File: config.mk
export PLATFORM = sky130hd
export DESIGN_NAME = serial_dac_expander_interface
export DESIGN_NICKNAME = d
export VERILOG_FILES = /design/src/rtl/serial_dac_expander_pkg.sv /design/src/rtl/serial_dac_expander_interface.sv
export VERILOG_INCLUDE_DIRS = /design/src /design/src/rtl
export SDC_FILE = /design/constraint.sdc
export NUM_CORES = 1
export LEC_CHECK = 0
export ABC_AREA = 1
export BUFFER_PORTS_ARGS = -buffer_cell sky130_fd_sc_hd__buf_2
export CAP_MARGIN = 20
export CORE_MARGIN = 5
export CORE_UTILIZATION = 63
export CTS_CLUSTER_SIZE = 8
export DETAILED_ROUTE_END_ITERATION = 7
export PLACE_DENSITY = 0.87
export SETUP_SLACK_MARGIN = 0.1
export SLEW_MARGIN = 20
export SYNTH_ARGS = -nofsm -noshare
export SYNTH_HDL_FRONTEND = slang
export SYNTH_SLANG_ARGS = --single-unit
File: constraint.sdc
create_clock -name clk -period 5.8 [get_ports clk]
set_input_delay 0.58 -clock clk [delete_from_list [all_inputs] [get_ports clk]]
set_output_delay 0.58 -clock clk [all_outputs]
set_load 0.1 [all_outputs]
File: src/rtl/serial_dac_expander_defs.svh
/*
  Field positions, command selectors, mode patterns and reset values of the
  serial converter and expander interface.
  Assumes it is included by its bare name before the package and the module.
*/
`ifndef SERIAL_DAC_EXPANDER_DEFS_SVH
`define SERIAL_DAC_EXPANDER_DEFS_SVH

`define WORD_BITS        16
`define SEL_LSB          0
`define SEL_MSB          3
`define MODE_LSB         4
`define MODE_MSB         7
`define DATA_LSB         8
`define DATA_MSB         15
`define PAR_LSB          4
`define PAR_MSB          15
`define NUM_CHANNELS     12
`define NUM_PINS         12
`define NUM_SHARED       8
`define FIRST_SHARED_CH  5
`define SEL_SPECIAL      4'h0
`define SEL_CH_FIRST     4'h1
`define SEL_CH_LAST      4'hC
`define SEL_EXP_WRITE    4'hD
`define SEL_EXP_SAMPLE   4'hE
`define SEL_DIRECTION    4'hF
`define MODE_CH_CODE     4'h0
`define MODE_CH_EXPANDER 4'h1
`define MODE_ALL_CODE    4'hC
`define MODE_ALL_EXP     4'hD
`define MODE_ALL_RESET   4'hE
`define CODE_RESET       8'h00
`define DIR_RESET        12'h000
`define SR_RESET         16'h0000

`endif

File: src/rtl/serial_dac_expander_pkg.sv
/*
  Types shared by the serial converter and expander interface.
  Assumes the defs header sits in the include path.
*/
`include "serial_dac_expander_defs.svh"

package serial_dac_expander_pkg;

  typedef logic [7:0]                  code_t;
  typedef logic [`NUM_PINS-1:0]        pins_t;
  typedef logic [`WORD_BITS-1:0]       word_t;

  typedef enum logic [1:0] {
    TGT_SPECIAL,
    TGT_CHANNEL,
    TGT_EXP_WRITE,
    TGT_OTHER
  } target_e;

endpackage : serial_dac_expander_pkg

File: src/rtl/serial_dac_expander_interface.sv
/*
  Serial command interface and control registers of a twelve channel 8-bit
  converter with a 12-bit parallel expander.
  Assumes clk is much faster than the shift clock, rstn is driven by the
  power-on detector of the interface supply, and the analog side reads the
  code and enable outputs.
*/
`timescale 1ns/1ps
`include "serial_dac_expander_defs.svh"

// Notes on behaviour
// - With chip select low, each rising shift clock edge captures the input bit.
// - A command is one 16-bit word held in a 16-bit shift register.
// - The register's low bit drives serial output, updated on falling shift edges.
// - Serial output is high impedance whenever chip select is high.
// - Chip select falling opens a transfer; host lowers it before clocking.
// - Chip select rising executes the word held in the shift register.
// - Twelve 8-bit code registers, one per converter channel.
// - Twelve expander pins; eight are shared with channels five to twelve.
// - Only serial commands decide input, output or analog use of shared pins.
// - After initialization every expander pin is an undriven input.
// - After initialization the four dedicated outputs show code zero.
// - Power-up of the interface supply initializes everything without host help.
// - Low four bits pick channel, expander write, sample, direction or special.
// - Channel command loads code on mode 0000; mode 0001 returns pin to expander.
// - Expander write copies bits 4 to 15 to pins, driven only where marked output.
// - Direction bit 0 is input, 1 is output; it and codes reset to zero.
module serial_dac_expander_interface
  import serial_dac_expander_pkg::*;
(
  input  wire logic                         clk,
  input  wire logic                         rstn,
  input  wire logic                         clk_en,
  input  wire logic                         sclk,
  input  wire logic                         sdi,
  input  wire logic                         cs_n,
  output logic                              sdo,
  output logic                              sdo_oe,
  output logic [8*`NUM_CHANNELS-1:0]        channel_codes,
  output logic [`NUM_SHARED-1:0]            shared_analog_en,
  input  wire logic [`NUM_PINS-1:0]         exp_in,
  output logic [`NUM_PINS-1:0]              exp_out,
  output logic [`NUM_PINS-1:0]              exp_oe
);

  logic [2:0]          sclk_sync_q;
  logic [2:0]          cs_sync_q;
  logic [1:0]          sdi_sync_q;
  pins_t               exp_meta_q;
  pins_t               exp_in_q;
  word_t               sr_q;
  code_t               code_q [`NUM_CHANNELS];
  pins_t               dir_q;
  pins_t               par_out_q;
  logic [`NUM_SHARED-1:0] analog_q;
  logic                sclk_rise;
  logic                sclk_fall;
  logic                cs_fall;
  logic                cs_rise;
  logic                cs_low;
  logic [3:0]          sel;
  logic [3:0]          mode;
  code_t               data;
  pins_t               analog_pins;

  // Maps a shared analog index (channel five is index zero) to its pin number.
  function automatic logic [3:0] shared_pin(input logic [2:0] idx);
    shared_pin = 4'(`NUM_PINS - 1) - {1'b0, idx};
  endfunction : shared_pin

  // Spreads the shared analog enables onto the twelve pin positions.
  function automatic pins_t analog_mask(input logic [`NUM_SHARED-1:0] en);
    pins_t m;
    m = '0;
    for (int i = 0; i < `NUM_SHARED; i++) begin
      m[shared_pin(3'(i))] = en[i];
    end
    analog_mask = m;
  endfunction : analog_mask

  // Edge logic reads stages two and three; stage one is read by stage two alone.
  always_ff @(posedge clk or negedge rstn) begin
    if (!rstn) begin
      sclk_sync_q <= 3'h0;
      cs_sync_q   <= 3'h7;
      sdi_sync_q  <= 2'h0;
      exp_meta_q  <= '0;
      exp_in_q    <= '0;
    end else if (clk_en) begin
      sclk_sync_q <= {sclk_sync_q[1:0], sclk};
      cs_sync_q   <= {cs_sync_q[1:0], cs_n};
      sdi_sync_q  <= {sdi_sync_q[0], sdi};
      exp_meta_q  <= exp_in;
      exp_in_q    <= exp_meta_q;
    end
  end

  assign sclk_rise   = sclk_sync_q[1] & ~sclk_sync_q[2];
  assign sclk_fall   = ~sclk_sync_q[1] & sclk_sync_q[2];
  assign cs_fall     = ~cs_sync_q[1] & cs_sync_q[2];
  assign cs_rise     = cs_sync_q[1] & ~cs_sync_q[2];
  assign cs_low      = ~cs_sync_q[2];
  assign sel         = sr_q[`SEL_MSB:`SEL_LSB];
  assign mode        = sr_q[`MODE_MSB:`MODE_LSB];
  assign data        = sr_q[`DATA_MSB:`DATA_LSB];
  assign analog_pins = analog_mask(analog_q);

  // Shift register: right shift so the first bit sent reaches bit zero after
  // sixteen edges; a sample command reloads the upper twelve bits.
  always_ff @(posedge clk or negedge rstn) begin
    if (!rstn) begin
      sr_q <= `SR_RESET;
    end else if (clk_en) begin
      if (cs_rise && sel == `SEL_EXP_SAMPLE) begin
        // Pins that drive or carry analog read as zero.
        sr_q[`PAR_MSB:`PAR_LSB] <= exp_in_q & ~dir_q & ~analog_pins;
      end else if (cs_rise && sel == `SEL_SPECIAL && mode == `MODE_ALL_RESET) begin
        sr_q[`DATA_MSB:`DATA_LSB] <= 8'h00;
      end else if (sclk_rise && cs_low && !cs_fall) begin
        sr_q <= {sdi_sync_q[1], sr_q[`WORD_BITS-1:1]};
      end
    end
  end

  // Serial output follows bit zero on falling edges and floats while deselected.
  always_ff @(posedge clk or negedge rstn) begin
    if (!rstn) begin
      sdo    <= 1'b0;
      sdo_oe <= 1'b0;
    end else if (clk_en) begin
      sdo_oe <= cs_low;
      if (sclk_fall && cs_low) begin
        sdo <= sr_q[0];
      end else if (cs_fall) begin
        sdo <= sr_q[0];
      end
    end
  end

  // Converter code registers.
  always_ff @(posedge clk or negedge rstn) begin
    if (!rstn) begin
      for (int i = 0; i < `NUM_CHANNELS; i++) begin
        code_q[i] <= `CODE_RESET;
      end
    end else if (clk_en && cs_rise) begin
      if (sel >= `SEL_CH_FIRST && sel <= `SEL_CH_LAST && mode == `MODE_CH_CODE) begin
        code_q[sel - 4'h1] <= data;
      end else if (sel == `SEL_SPECIAL && mode == `MODE_ALL_CODE) begin
        for (int i = 0; i < `NUM_CHANNELS; i++) begin
          code_q[i] <= data;
        end
      end else if (sel == `SEL_SPECIAL && mode == `MODE_ALL_RESET) begin
        for (int i = 0; i < `NUM_CHANNELS; i++) begin
          code_q[i] <= `CODE_RESET;
        end
      end
    end
  end

  // Analog use of the shared pins; a code write turns analog on, the expander
  // pattern turns it off, so nothing but commands changes the pin role.
  always_ff @(posedge clk or negedge rstn) begin
    if (!rstn) begin
      analog_q <= '0;
    end else if (clk_en && cs_rise) begin
      if (sel >= 4'(`FIRST_SHARED_CH) && sel <= `SEL_CH_LAST) begin
        if (mode == `MODE_CH_CODE) begin
          analog_q[3'(sel - 4'(`FIRST_SHARED_CH))] <= 1'b1;
        end else if (mode == `MODE_CH_EXPANDER) begin
          analog_q[3'(sel - 4'(`FIRST_SHARED_CH))] <= 1'b0;
        end
      end else if (sel == `SEL_SPECIAL) begin
        if (mode == `MODE_ALL_CODE) begin
          analog_q <= '1;
        end else if (mode == `MODE_ALL_EXP || mode == `MODE_ALL_RESET) begin
          analog_q <= '0;
        end
      end
    end
  end

  // Direction register and parallel output latch.
  // The latch keeps its value across direction changes, so a pin that is made
  // an output again shows the last level written to it.
  always_ff @(posedge clk or negedge rstn) begin
    if (!rstn) begin
      dir_q     <= `DIR_RESET;
      par_out_q <= '0;
    end else if (clk_en && cs_rise) begin
      if (sel == `SEL_DIRECTION) begin
        dir_q <= sr_q[`PAR_MSB:`PAR_LSB];
      end else if (sel == `SEL_EXP_WRITE) begin
        par_out_q <= sr_q[`PAR_MSB:`PAR_LSB];
      end else if (sel == `SEL_SPECIAL && mode == `MODE_ALL_RESET) begin
        dir_q <= `DIR_RESET;
      end
    end
  end

  // Registered pin controls; direction wins over analog use on a shared pin.
  always_ff @(posedge clk or negedge rstn) begin
    if (!rstn) begin
      exp_out          <= '0;
      exp_oe           <= '0;
      shared_analog_en <= '0;
      channel_codes    <= '0;
    end else if (clk_en) begin
      exp_out <= par_out_q & dir_q;
      exp_oe  <= dir_q;
      for (int i = 0; i < `NUM_SHARED; i++) begin
        shared_analog_en[i] <= analog_q[i] & ~dir_q[shared_pin(3'(i))];
      end
      for (int i = 0; i < `NUM_CHANNELS; i++) begin
        channel_codes[8*i +: 8] <= code_q[i];
      end
    end
  end

endmodule : serial_dac_expander_interface

==> results of run 1 <==
## metrics by stage
step           cells  util [%]  power [W]
2_1_floorplan   1469         -    0.00346
3_3_place_gp    1831      67.8    0.00368
3_5_place_dp    1831      67.8    0.00372
4_1_cts         1884      73.7    0.00594
5_1_grt         1884      73.7    0.00621
6_report        1884      73.7    0.00594
## cells in the final DEF, fill, tap and decap left out, drive strengths merged, types with 5 or more instances in the layout
cell    synthesis  routed
nand4          24      24
o22ai          12      12
o21ai          73      73
nand3         161     161
buf            32     160
clkbuf         36      50
nor2           32      32
dfrtp         303     303
a21oi           8       8
ha              5       5
nand2         716     716
inv            56      59
## final cells by class
type                            count  area [um2]  share of cell area [%]
Sequential cell                   306        7660                    51.7
Tap cell                          270         338                    2.28
Multi-Input combinational cell   1037        4570                    30.9
Clock buffer                       50        1140                    7.73
Clock inverter                      3        26.3                   0.177
Timing Repair Buffer              160         846                    5.71
Inverter                           58         221                    1.50
## state kept, by name (all words and copies together) (netlist names), named ones only
signal            cells
exp_out              12
sdo                   1
sr_q                 16
par_out_q            12
sdi_sync_q            2
exp_oe               12
shared_analog_en      8
cs_sync_q             3
dir_q                12
sclk_sync_q           3
exp_meta_q           12
code_q               96
exp_in_q             12
channel_codes        96
sdo_oe                1
## layer usage
metal	track usage [%]	up-vias	wire, um	share of wire (%)
met5	0	-	0	0
met4	9.89	0	973	3.1
met3	5.23	88	2450	7.9
met2	43.3	484	14800	47
met1	37.9	5032	13000	42
li1	-	4959	-	-
## path summary, 6_finish.rpt
| check | startpoint | end | cells after the start |
|---|---|---|---|
| setup / recovery | sr_q[0] | code_q[30] | 11 |
| hold / removal | rstn | exp_meta_q[6] | 1 |
| setup reg to reg | sr_q[0] | code_q[30] | 11 |
| hold reg to reg | channel_codes[37] | channel_codes[37] | 2 |
| max in group asynchronous | rstn | code_q[35] | 2 |
| min in group clk | sdi | sdi_sync_q[0] | 3 |
## logic make-up (layout without fill, tap and decap cells)
family,count (synthesis),in the layout,share of synthesized area (%)
simple gates,936,936,31.3
compound gates,96,96,3.94
flops,306,306,59.9
fa+ha+maj,5,5,0.489
buf+inv,126,271,4.42
## worst max-delay path: cells and delay by family (launching register included)
kind / cells / cell delay [ns]
adder cells (fa/ha/maj): 1 / 0.33
AND/OR/NAND/NOR: 6 / 1.02
buffers and inverters: 4 / 1.52
flip-flops: 1 / 0.46
## power by group
| group | switching [W] | internal [W] |
|---|---|---|
| registers | 0.0000721 | 0.00222 |
| logic | 0.00116 | 0.000262 |
| clock network | 0.000844 | 0.00137 |
==> results.py, run 1 <==
metrics = {
    "outcome": {
        "outcome": "completed",
    },
    "clock_network": {
        "cts_tree": "yes",
        "htree_num_levels": 2,
        "hold_buffers": 0,
        "cts_root_buf": "clkbuf_16",
        "numCtsBuffers": 44,
        "clk_latency_ns": 0.52,
        "clock-sinks": 306,
        "cts_buffer_depth": 3,
        "clk_pin_slew_ns": 0.05,
        "cts.repair.resized": 0,
        "cts_setup_buffers": 0,
    },
    "setup_path": {
        "worstPathCellList": "inv_1 -> ha_1 -> inv_1 -> nor2_4 -> nand2_2 -> nand3_4 -> nand2_2 -> inv_2 -> buf_4 -> nand3_1 -> nand2_1",
        "r2r_slack_ns": 2.34,
        "critPathMaxFanout": 53,
        "worstPathRequired_ns": 6.26,
        "crit_path_max_incr_delay_ns": 0.55,
        "critical_path_class": "reg2reg",
        "end_kind": "flop",
        "arrival_ns": 3.91,
        "crit_slowest_cell": "buf_4",
        "worstSetupStartpointType": "flop",
    },
    "placement": {
        "dp_worst_setup_slack_ns": 2.14,
        "portBuffers": 147,
        "place_area_um2": 13600,
        "place_congestion": 0.877,
        "dp_hpwl_mm": 19.8,
    },
    "detailed_routing": {
        "drtIter0Drc": 907,
        "via_per_inst": 5.61,
        "drt.antenna.violating_nets": 0,
        "vias": 10600,
        "routed_wirelength_mm": 31.2,
        "dr.pass1.iters": 6,
        "drc": 0,
        "wl_per_cell_um": 16.6,
    },
    "synthesis": {
        "yosysSeqAreaShare_pct": 59.9,
        "yosysTopAreaCellShare_pct": 59.3,
        "yosys_warnings": 0,
        "synth-edff-count": 0,
        "syn-mean-instance-area_um2": 8.71,
        "synthArstFlopShare_pct": 100,
        "synthMostInstantiatedCell": "nand2_1",
        "synth_common_cells": "698 x nand2_1, 303 x dfrtp_1, 149 x nand3_1",
        "synth_cells": 1469,
        "synth_cell_types": 32,
        "synthTopCellsByArea": "dfrtp_1 59%, nand2_1 20%, nand3_1 5.8%",
        "synth_area_um2": 12800,
        "ys_ff_latch": 306,
        "ys.flop_type": "dfrtp_1",
        "syn_nets": 1492,
        "synth_top_area_cell": "dfrtp_1",
    },
    "global_route": {
        "grt_overflow": 0,
        "grt_pass1_vias": 10500,
        "grt_pass1_wl_mm": 52.8,
        "antenna_found_initial": 0,
        "grt_max_degree": 119,
        "grt_usage_pct": 27.2,
    },
    "sta": {
        "tns_ns": 0,
        "fmax_ghz": 0.289,
        "fin_hold_ws_ns": 0.146,
        "max_slew_margin_pct": 21.9,
        "setup_viol_count_final": 0,
        "tightest_slew_ns": 1.17,
        "fin_crit_sh_pct": 59.6,
        "skew_ns": 0.0128,
        "period_needed_ns": 3.46,
        "slew_viol_final": 0,
        "final_hold_viol_count": 0,
        "rsz0062_at_grt": "no",
        "fin_ws_ns": 2.34,
    },
    "final_layout": {
        "drive_gt1_share_pct": 15.9,
        "stdcell_area_um2": 14800,
        "final_nets": 1630,
        "diodes": 0,
        "fill_cells": 1411,
        "syn2layout_area_growth_pct": 15.8,
    },
    "min_path": {
        "hold_path_class": "in2async",
    },
    "floorplanning": {
        "io_pins": 148,
        "die_h_um": 152,
        "die_x_um": 152,
        "num_rows": 52,
        "core_area_um2": 20100,
        "die_area_um2": 23300,
        "initial_utilization_pct": 63.6,
    },
    "power_and_ir_drop": {
        "ir_worst_vdd_mv": 0.318,
        "p_per_area_nw_per_um2": 401,
        "p_leak_nw": 8.31,
    },
    "job": {
        "maxCapViolations": 0,
    },
}
(Power assumes the default switching activity.)
==> run 2: changes to the inputs <==
- CORE_UTILIZATION: 63 -> 58
- PLACE_DENSITY: 0.87 -> 0.81
- clock period: 5.8 -> 3.5 ns (I/O delays scaled with it)
==> run 2 against run 1 <==
Effect of this change:
- core utilization fell by 5.1 points
- critical path type unchanged
- maximum frequency rose by 24%
- hold slack got worse by 0.12 ns
- clock skew fell by 0.00098 ns
- count of clock-buffer cells in the layout did not move
- cell area rose by 0.73%
- critical endpoint is now code_q[95]
- first-iteration DRC count rose by 1.4%
- combinational power rose by 68%
- total power rose by 66%
- clock power rose by 66%
- largest power group unchanged
- sequential power rose by 65%
==> results.py, run 2 (synthesis results as in run 1) <==
metrics = {
    "outcome": {
        "outcome": "completed",
    },
    "global_route": {
        "grt_pass1_wl_mm": 52.9,
        "grt_pass1_vias": 10400,
        "grt_max_degree": 98,
        "grt_usage_pct": 26.0,
        "antenna_found_initial": 0,
        "grt_overflow": 0,
    },
    "sta": {
        "fmax_ghz": 0.359,
        "fin_crit_sh_pct": 79.5,
        "max_slew_margin_pct": 42.8,
        "fin_ws_ns": 0.717,
        "final_hold_viol_count": 0,
        "tightest_slew_ns": 0.858,
        "period_needed_ns": 2.78,
        "skew_ns": 0.0118,
        "tns_ns": 0,
        "slew_viol_final": 0,
        "rsz0062_at_grt": "no",
        "setup_viol_count_final": 0,
    },
    "clock_network": {
        "clock-sinks": 306,
        "numCtsBuffers": 44,
        "clk_latency_ns": 0.52,
        "cts_tree": "yes",
        "htree_num_levels": 2,
        "cts_buffer_depth": 3,
        "cts_setup_buffers": 0,
        "cts_root_buf": "clkbuf_16",
        "clk_pin_slew_ns": 0.05,
    },
    "detailed_routing": {
        "wl_per_cell_um": 16.7,
        "drc": 0,
        "via_per_inst": 5.54,
        "vias": 10500,
        "drtIter0Drc": 920,
        "drt.antenna.violating_nets": 0,
        "dr.pass1.iters": 6,
        "routed_wirelength_mm": 31.8,
    },
    "setup_path": {
        "crit_start": "sr_q[0]",
        "end_kind": "flop",
        "critical_path_class": "reg2reg",
        "arrival_ns": 3.24,
        "worstPathCellList": "inv_1 -> ha_1 -> inv_1 -> nor2_4 -> nand2_2 -> nand3_4 -> nand2_2 -> inv_2 -> buf_4 -> nand3_1 -> nand2_1",
        "crit_path_max_incr_delay_ns": 0.45,
        "critPathMaxFanout": 51,
        "worstSetupStartpointType": "flop",
        "worstPathRequired_ns": 3.96,
        "r2r_start": "sr_q[0]",
        "crit_slowest_cell": "dfrtp_1",
    },
    "placement": {
        "dp.cells": 1849,
        "place_congestion": 0.883,
        "dp_worst_setup_slack_ns": 0.779,
        "dp_hpwl_mm": 20.0,
        "place_area_um2": 13700,
        "portBuffers": 147,
    },
    "floorplanning": {
        "initial_utilization_pct": 58.8,
        "num_rows": 54,
        "io_pins": 148,
        "die_h_um": 159,
        "core_area_um2": 21800,
        "die_area_um2": 25100,
        "die_x_um": 159,
    },
    "final_layout": {
        "mostFrequentLayoutCells": "698 x nand2_1, 303 x dfrtp_1, 149 x nand3_1",
        "top_regs": "channel_codes: 96 flops, code_q: 96 flops, sr_q: 16 flops",
        "finalNonFillerCells": 1903,
        "final_common_cell": "nand2_1",
        "stdcell_area_um2": 14900,
        "final_nets": 1639,
        "syn2layout_area_growth_pct": 16.6,
        "diodes": 0,
        "drive_gt1_share_pct": 16.3,
    },
    "power_and_ir_drop": {
        "ir_worst_vdd_mv": 0.381,
        "comb_power_share_pct": 24.3,
        "sw_frac_of_total_pct": 35.2,
        "clkPwrFrac_pct": 37.2,
        "p_leak_nw": 8.36,
        "seqPwrFrac_pct": 38.5,
        "p_total_w": 0.00987,
        "switchingPower_w": 0.00347,
        "p_per_area_nw_per_um2": 662,
        "p_int_w": 0.00640,
    },
    "min_path": {
        "min_from": "exp_in[10]",
        "hold_path_class": "in2reg",
    },
    "job": {
        "maxCapViolations": 0,
    },
}
==> run 2: cell types whose count changed in the layout (fill, tap and decap cells not counted) <==
cell           previous run  this run
a21boi_0                  0         1
a21boi_1                  1         0
buf_12                    0         2
buf_4                    14        20
dlygate4sd3_1             0         1
==> run 2: area by class of cell <==
| cell class | instances | area, um2 |
|---|---|---|
| tap | 280 | 350 |
| timing repair buffer | 169 | 941 |
| inverter | 58 | 221 |
| clock buffer | 50 | 1140 |
| multi-input combinational | 1037 | 4570 |
| sequential | 306 | 7660 |
| fill | 1694 | 6840 |
| clock inverter | 3 | 26.3 |
==> run 2: through the flow <==
step | hold slack (ns) | util (%)
6_report | 0.0278 | 68.6
5_1_grt | 0.0277 | 68.6
4_1_cts | 0.0143 | 68.6
3_5_place_dp | 0.375 | 63.1
3_3_place_gp | 0.372 | 63.1
2_1_floorplan | 0.0544 | -
==> run 2: path summary, 6_finish.rpt <==
path / slack, ns / to / depth (start not counted)
setup / recovery: 0.72 / code_q[95] / 11
hold / removal: 0.03 / exp_meta_q[10] / 3
setup reg to reg: 0.72 / code_q[95] / 11
hold reg to reg: 0.46 / channel_codes[41] / 2
max in group asynchronous: 2.18 / channel_codes[68] / 3
min in group asynchronous: 0.38 / exp_meta_q[6] / 2
==> run 2: power groups by stage <==
stage / Combinational, W / Sequential [W] / Clock [W]
final: 0.00240 / 0.00380 / 0.00367
after detailed placement: 0.00236 / 0.00385 / 0
after CTS: 0.00238 / 0.00380 / 0.00373
after global placement: 0.00232 / 0.00385 / 0
after global routing: 0.00261 / 0.00381 / 0.00389
after floorplan: 0.00163 / 0.00410 / 0
==> run 2: per-layer routing <==
metal  part of all wire [%]  global-route usage [%]  up-vias  wire length [um]
li1                       -                       -     4959                 -
met1                     44                    38.5     5135             14100
met2                     47                    40.5      391             14800
met3                    7.3                    4.24       53              2320
met4                    1.9                    7.15        0               589
met5                      0                       0        -                 0
==> run 2: what timing repair did <==
item / 4_1_cts / 5_1_grt
gates resized for setup: 0 / 0
hold buffers: 1 / 0
endpoints found under the hold margin: 74 / 0
==> run 2: worst max-delay path, delay by kind of cell (launching register included) <==
kind | cells | cell delay, ns
flip-flops | 1 | 0.45
AND/OR/NAND/NOR | 6 | 1.01
buffers and inverters | 4 | 0.91
adder cells (fa/ha/maj) | 1 | 0.32
